File: config.mk
export PLATFORM = sky130hd
export DESIGN_NAME = tpl_latch
export DESIGN_NICKNAME = d
export VERILOG_FILES = /design/src/core/tpl_pkg.sv /design/src/core/tpl_edge_if.sv /design/src/core/tpl_probe_sync.sv /design/src/core/tpl_latch.sv
export SDC_FILE = /design/constraint.sdc
export NUM_CORES = 1
export LEC_CHECK = 0
export ABC_AREA = 1
export BUFFER_PORTS_ARGS = -buffer_cell sky130_fd_sc_hd__clkbuf_2
export CAP_MARGIN = 20
export CORE_MARGIN = 4
export CORE_UTILIZATION = 51
export DETAILED_ROUTE_END_ITERATION = 6
export GPL_TIMING_DRIVEN = 0
export PLACE_DENSITY = 0.87
export SETUP_SLACK_MARGIN = 0.1
export SYNTH_ARGS = -nofsm -noshare
export SYNTH_HDL_FRONTEND = slang
export SYNTH_HIERARCHICAL = 1
export SYNTH_SLANG_ARGS = --single-unit
File: constraint.sdc
create_clock -name sys_clk_i -period 2.4 [get_ports sys_clk_i]
set_clock_uncertainty 0.15 [all_clocks]
set_input_delay 0.48 -clock sys_clk_i [delete_from_list [all_inputs] [get_ports sys_clk_i]]
set_output_delay 0.48 -clock sys_clk_i [all_outputs]
set_load 0.05 [all_outputs]
File: src/core/tpl_pkg.sv
package tpl_pkg;
  localparam int POS_W = 32;
  localparam logic [2:0] SYNC_RST = 3'h0;
  localparam logic [31:0] POS_RST = 32'h0000_0000;
  localparam logic EDGE_RISE = 1'h1;
endpackage : tpl_pkg

File: src/core/tpl_edge_if.sv
`timescale 1ns/1ps
interface tpl_edge_if;
  logic rise;
  logic fall;
  modport src (output rise, output fall);
  modport dst (input rise, input fall);
endinterface : tpl_edge_if

File: src/core/tpl_probe_sync.sv
`timescale 1ns/1ps
module tpl_probe_sync (
  input wire logic sys_clk_i, // system clock
  input wire logic reset_i, // sync reset, active high
  input wire logic probe_fired_input_i, // raw probe pin
  tpl_edge_if.src edge_o // detected transitions
);
  logic [2:0] sync_q;
  // three-stage synchroniser
  always_ff @(posedge sys_clk_i)
  begin
    if (reset_i)
      sync_q <= tpl_pkg::SYNC_RST;
    else
      sync_q <= {sync_q[1:0], probe_fired_input_i};
  end
  // transitions only, stages two and three compared
  assign edge_o.rise = sync_q[1] & ~sync_q[2];
  assign edge_o.fall = ~sync_q[1] & sync_q[2];
endmodule : tpl_probe_sync

File: src/core/tpl_latch.sv
`timescale 1ns/1ps
// Summary of operation
// only probe input transitions trigger; steady levels never do
// configuration selects rising or falling transition as trigger
// selected transition while armed stores present axis position
// after capture ignore transitions until software re-arms; position held
// position captured the cycle after the edge is detected
// probe should open relay on deflection so broken wire triggers
// probe input synchronised, then compared with previous sample
module tpl_latch (
  input wire logic sys_clk_i, // system clock, 20 MHz
  input wire logic reset_i, // sync reset, active high
  input wire logic probe_fired_input_i, // probe pin, asynchronous
  input wire logic edge_rise_i, // 1 rising, 0 falling trigger
  input wire logic rearm_i, // pulse: arm capture
  input wire logic [tpl_pkg::POS_W-1:0] axis_pos_i, // present axis position
  output logic [tpl_pkg::POS_W-1:0] latch_pos_o, // captured position
  output logic armed_o, // capture armed
  output logic captured_o // capture done, held till re-arm
);
  tpl_edge_if edges ();
  logic trig;
  logic armed_q;
  logic captured_q;
  logic [tpl_pkg::POS_W-1:0] pos_q;

  tpl_probe_sync u_sync (
    .sys_clk_i(sys_clk_i),
    .reset_i(reset_i),
    .probe_fired_input_i(probe_fired_input_i),
    .edge_o(edges)
  );

  // active edge select
  assign trig = edge_rise_i ? edges.rise : edges.fall;

  // arming: capture disarms, re-arm pulse arms
  always_ff @(posedge sys_clk_i)
  begin
    if (reset_i)
      armed_q <= 1'h0;
    else if (rearm_i)
      armed_q <= 1'h1;
    else if (trig)
      armed_q <= 1'h0;
  end

  // store position on armed trigger, held in pos_q from the cycle after
  always_ff @(posedge sys_clk_i)
  begin
    if (reset_i)
      pos_q <= tpl_pkg::POS_RST;
    else if (armed_q && trig)
      pos_q <= axis_pos_i;
  end

  always_ff @(posedge sys_clk_i)
  begin
    if (reset_i)
      captured_q <= 1'h0;
    else if (armed_q && trig)
      captured_q <= 1'h1;
    else if (rearm_i)
      captured_q <= 1'h0;
  end

  assign latch_pos_o = pos_q;
  assign armed_o = armed_q;
  assign captured_o = captured_q;

  a_capture_value: assert property (@(posedge sys_clk_i) disable iff (reset_i)
    armed_q && trig |=> pos_q == $past(axis_pos_i))
    else $error("position not captured");
  a_hold_disarmed: assert property (@(posedge sys_clk_i) disable iff (reset_i)
    !armed_q |=> pos_q == $past(pos_q))
    else $error("latched position changed while disarmed");
  a_disarm_trig: assert property (@(posedge sys_clk_i) disable iff (reset_i)
    armed_q && trig && !rearm_i |=> !armed_q && captured_q)
    else $error("trigger did not disarm");
  a_level_ignored: assert property (@(posedge sys_clk_i) disable iff (reset_i)
    $stable(u_sync.sync_q[2]) && $stable(u_sync.sync_q[1])
      && u_sync.sync_q[1] == u_sync.sync_q[2] |-> !trig)
    else $error("steady level triggered");
  a_edge_select: assert property (@(posedge sys_clk_i) disable iff (reset_i)
    trig |-> (edge_rise_i ? u_sync.sync_q[1] : !u_sync.sync_q[1]))
    else $error("wrong edge polarity");
  a_pin_latency: assert property (@(posedge sys_clk_i) disable iff (reset_i)
    armed_q && !rearm_i && edge_rise_i && !u_sync.sync_q[2] && u_sync.sync_q[1]
      |=> captured_q)
    else $error("capture latency exceeded");
  a_sync_compare: assert property (@(posedge sys_clk_i) disable iff (reset_i)
    edges.rise |-> $past(u_sync.sync_q[1]) == 1'h0 && u_sync.sync_q[1])
    else $error("edge not from synchronised compare");
  a_rearm_arms: assert property (@(posedge sys_clk_i) disable iff (reset_i)
    rearm_i |=> armed_q && !captured_q)
    else $error("re-arm failed");

  c_capture_rise: cover property (@(posedge sys_clk_i) armed_q && trig && edge_rise_i);
  c_capture_fall: cover property (@(posedge sys_clk_i) armed_q && trig && !edge_rise_i);
  c_ignored_trig: cover property (@(posedge sys_clk_i) !armed_q && trig);
  c_rearm_after: cover property (@(posedge sys_clk_i) captured_q && rearm_i);
endmodule : tpl_latch

==> flow_metrics.env <==
export IMPL_status="complete, no violations"
export IMPL_clk_latency_ns=0.34
export IMPL_dieArea_mm2=0.00437
export IMPL_dp_hpwl_um=2880
export IMPL_post_cts_buffers=0
export IMPL_cts_root_buffer="clkbuf_4"
export IMPL_start_kind="register"
export IMPL_slew_violations=0
export IMPL_clk_path_buf_depth=2
export IMPL_num_rows=20
export IMPL_grt_pass1_wl_um=6390
export IMPL_p_per_area_mw_per_mm2=591
export IMPL_yosysUniqueCellTypes=12
export IMPL_antenna_found_initial=0
export IMPL_tns_ns=0
export IMPL_p_int_mw=0.948
export IMPL_cts_tree="done"
export IMPL_rsz0062_at_grt="false"
export IMPL_io_buffers=70
export IMPL_pwr_share_clk=0.346
export IMPL_hp_class="input pin to register"
export IMPL_routed_wl_um=3780
export IMPL_drive_above_1_share=0.365
export IMPL_irDropWorstVdd_mv=0.388
export IMPL_cp_top_family="flip-flops"
export IMPL_final_cells=356
export IMPL_cts_hold_buffers=0
export IMPL_grt_max_degree=13
export IMPL_critPathBufInv=1
export IMPL_syn_nets=271
export IMPL_p_sw_mw=0.361
export IMPL_syn_inst=234
export IMPL_fin_nets=348
export IMPL_fin_crit_sh=0.692
export IMPL_netlist_area_mm2=0.00172
export IMPL_io_pins=71
export IMPL_worst_path_largest_cell_delay_ns=0.39
export IMPL_fmax_ghz=0.602
export IMPL_worst_pin_slew_ns=0.423
export IMPL_area_delta_synth_final_pct=28.7
export IMPL_via_count=1651
export IMPL_switching_share=0.276
export IMPL_seq_power_share=0.489
export IMPL_critPathMaxFanout=4
export IMPL_worstSetupPathType="register to output port"
export IMPL_maxSlewHeadroom=0.718
export IMPL_post_route_util=0.703
export IMPL_num_antenna_cells=0
export IMPL_drc_errors=0
export IMPL_die_w_um=66.1
export IMPL_leakage_nw=1.16
export IMPL_critPathArrivalTime_ns=1.03
export IMPL_die_y_um=66.1
export IMPL_drtAntennaViolNets=0
export IMPL_syn_avg_cell_area_um2=7.36
export IMPL_whs_ns=0.164
export IMPL_clk_pin_slew_worst_paths_ns=0.11
export IMPL_final_hold_viol_count=0
export IMPL_coreArea_mm2=0.00315
export IMPL_initial_core_util=0.546
export IMPL_grt_pass1_vias=1519
export IMPL_track_usage=0.189
export IMPL_h_tree_depth=2
export IMPL_drv_cap=0
export IMPL_finalSetupViolations=0
export IMPL_dr_pass1_iters=4
export IMPL_cts_sinks=37
export IMPL_end_kind="output port"
export IMPL_critPathSlowestCell="dfxtp_1"
export IMPL_ys_warn_count=6
export IMPL_drt_iter0_markers=108
export IMPL_ys_seq_area_frac=0.430
export IMPL_cts_buffers=5
export IMPL_via_per_inst=4.64
export IMPL_p_comb_frac=0.166
export IMPL_drt_wirelength_per_cell_um=10.6
export IMPL_ys_ff_latch=37
export IMPL_grt_ovfl_total=0
export IMPL_cts_repair_resized=0
export IMPL_fin_crit_ns=1.66
export IMPL_cp_required_ns=1.77
export IMPL_cp_cell_sequence="clkbuf_2"
export IMPL_placedCellCount=348
export IMPL_place_gp_congestion=0.747
## through the flow
step | setup slack [ns] | area, um2 | total power [mW]
2_1_floorplan | 0.904 | 1720 | 0.806
3_3_place_gp | 0.851 | 2130 | 0.868
3_5_place_dp | 0.819 | 2130 | 0.872
4_1_cts | 0.719 | 2220 | 1.32
5_1_grt | 0.680 | 2220 | 1.37
6_report | 0.739 | 2220 | 1.31
## per-layer routing
layer  track usage  vias up  routed length (um)
met1         0.218      728                1610
met3        0.0578        4                 264
met5             0        -                   0
met2         0.325       46                1880
met4        0.0685        0                  29
li1              -      873                   -
## logic make-up after synthesis
family | after synthesis | share of synthesized area
and+or+nand+nor | 107 | 0.318
buffers and inverters | 56 | 0.153
DFF | 37 | 0.430
AOI/OAI and AO/OA | 34 | 0.0988
## path summary, 6_finish.rpt
kind,cells after the start,from,slack [ns],endpoint
worst max-delay path,1,armed_o$_SDFFE_PP0P_,0.74,armed_o
worst min register to register,2,u_sync/sync_q[0]$_SDFF_PP0_,0.26,u_sync/sync_q[1]$_SDFF_PP0_
worst min-delay path,3,probe_fired_input_i,0.16,u_sync/sync_q[0]$_SDFF_PP0_
worst max register to register,9,u_sync/sync_q[2]$_SDFF_PP0_,1.00,latch_pos_o[15]$_SDFFE_PP0P_
## Yosys cell counts (all sizes together)
library cell  instances  area (um2)
buf                  14         106
dfxtp                37         741
nor2                 37         139
inv                  39         146
nand2                37         144
nand3                33         265
clkbuf                3        11.3
a21oi                34         170
## worst register-to-register path, delay by kind of cell (launching register included)
family,cells,cell delay [ns]
buf+inv,3,0.35
flops,1,0.37
simple gates,6,0.42
## placed cells by master, fill, tap and decap left out
master	n
clkbuf_2	70
inv_1	39
nor2_1	37
dfxtp_1	37
nand2_1	35
a21oi_1	34
nand3_2	20
nand3_1	13
buf_2	7
buf_6	5
clkbuf_4	5
clkbuf_1	3
nand2_2	2
buf_4	2
clkinvlp_4	1
bufinv_16	1
clkbuf_8	1
## power groups by stage
stage	combinational (mW)	sequential, mW	clock (mW)
after floorplan	0.102	0.704	0
after global placement	0.215	0.653	0
after detailed placement	0.219	0.654	0
after CTS	0.219	0.640	0.460
after global routing	0.240	0.642	0.491
final	0.217	0.640	0.453
## flip-flops by register name, summed over array words and instances, names as in the netlist
register,cells
latch_pos_o,32
u_sync/sync_q,3
armed_o,1
captured_o,1
## cell type report
| cell class | count | area (um2) |
|---|---|---|
| plain buffers | 17 | 118 |
| repair buffers | 70 | 350 |
| clock inverters | 2 | 37.5 |
| clock buffers | 6 | 51.3 |
| flip-flops and latches | 37 | 741 |
| well taps | 44 | 55.1 |
| multi-input cells | 141 | 718 |
| inverters | 39 | 146 |
| fillers | 287 | 936 |
Power figures use the tool's default switching activity.
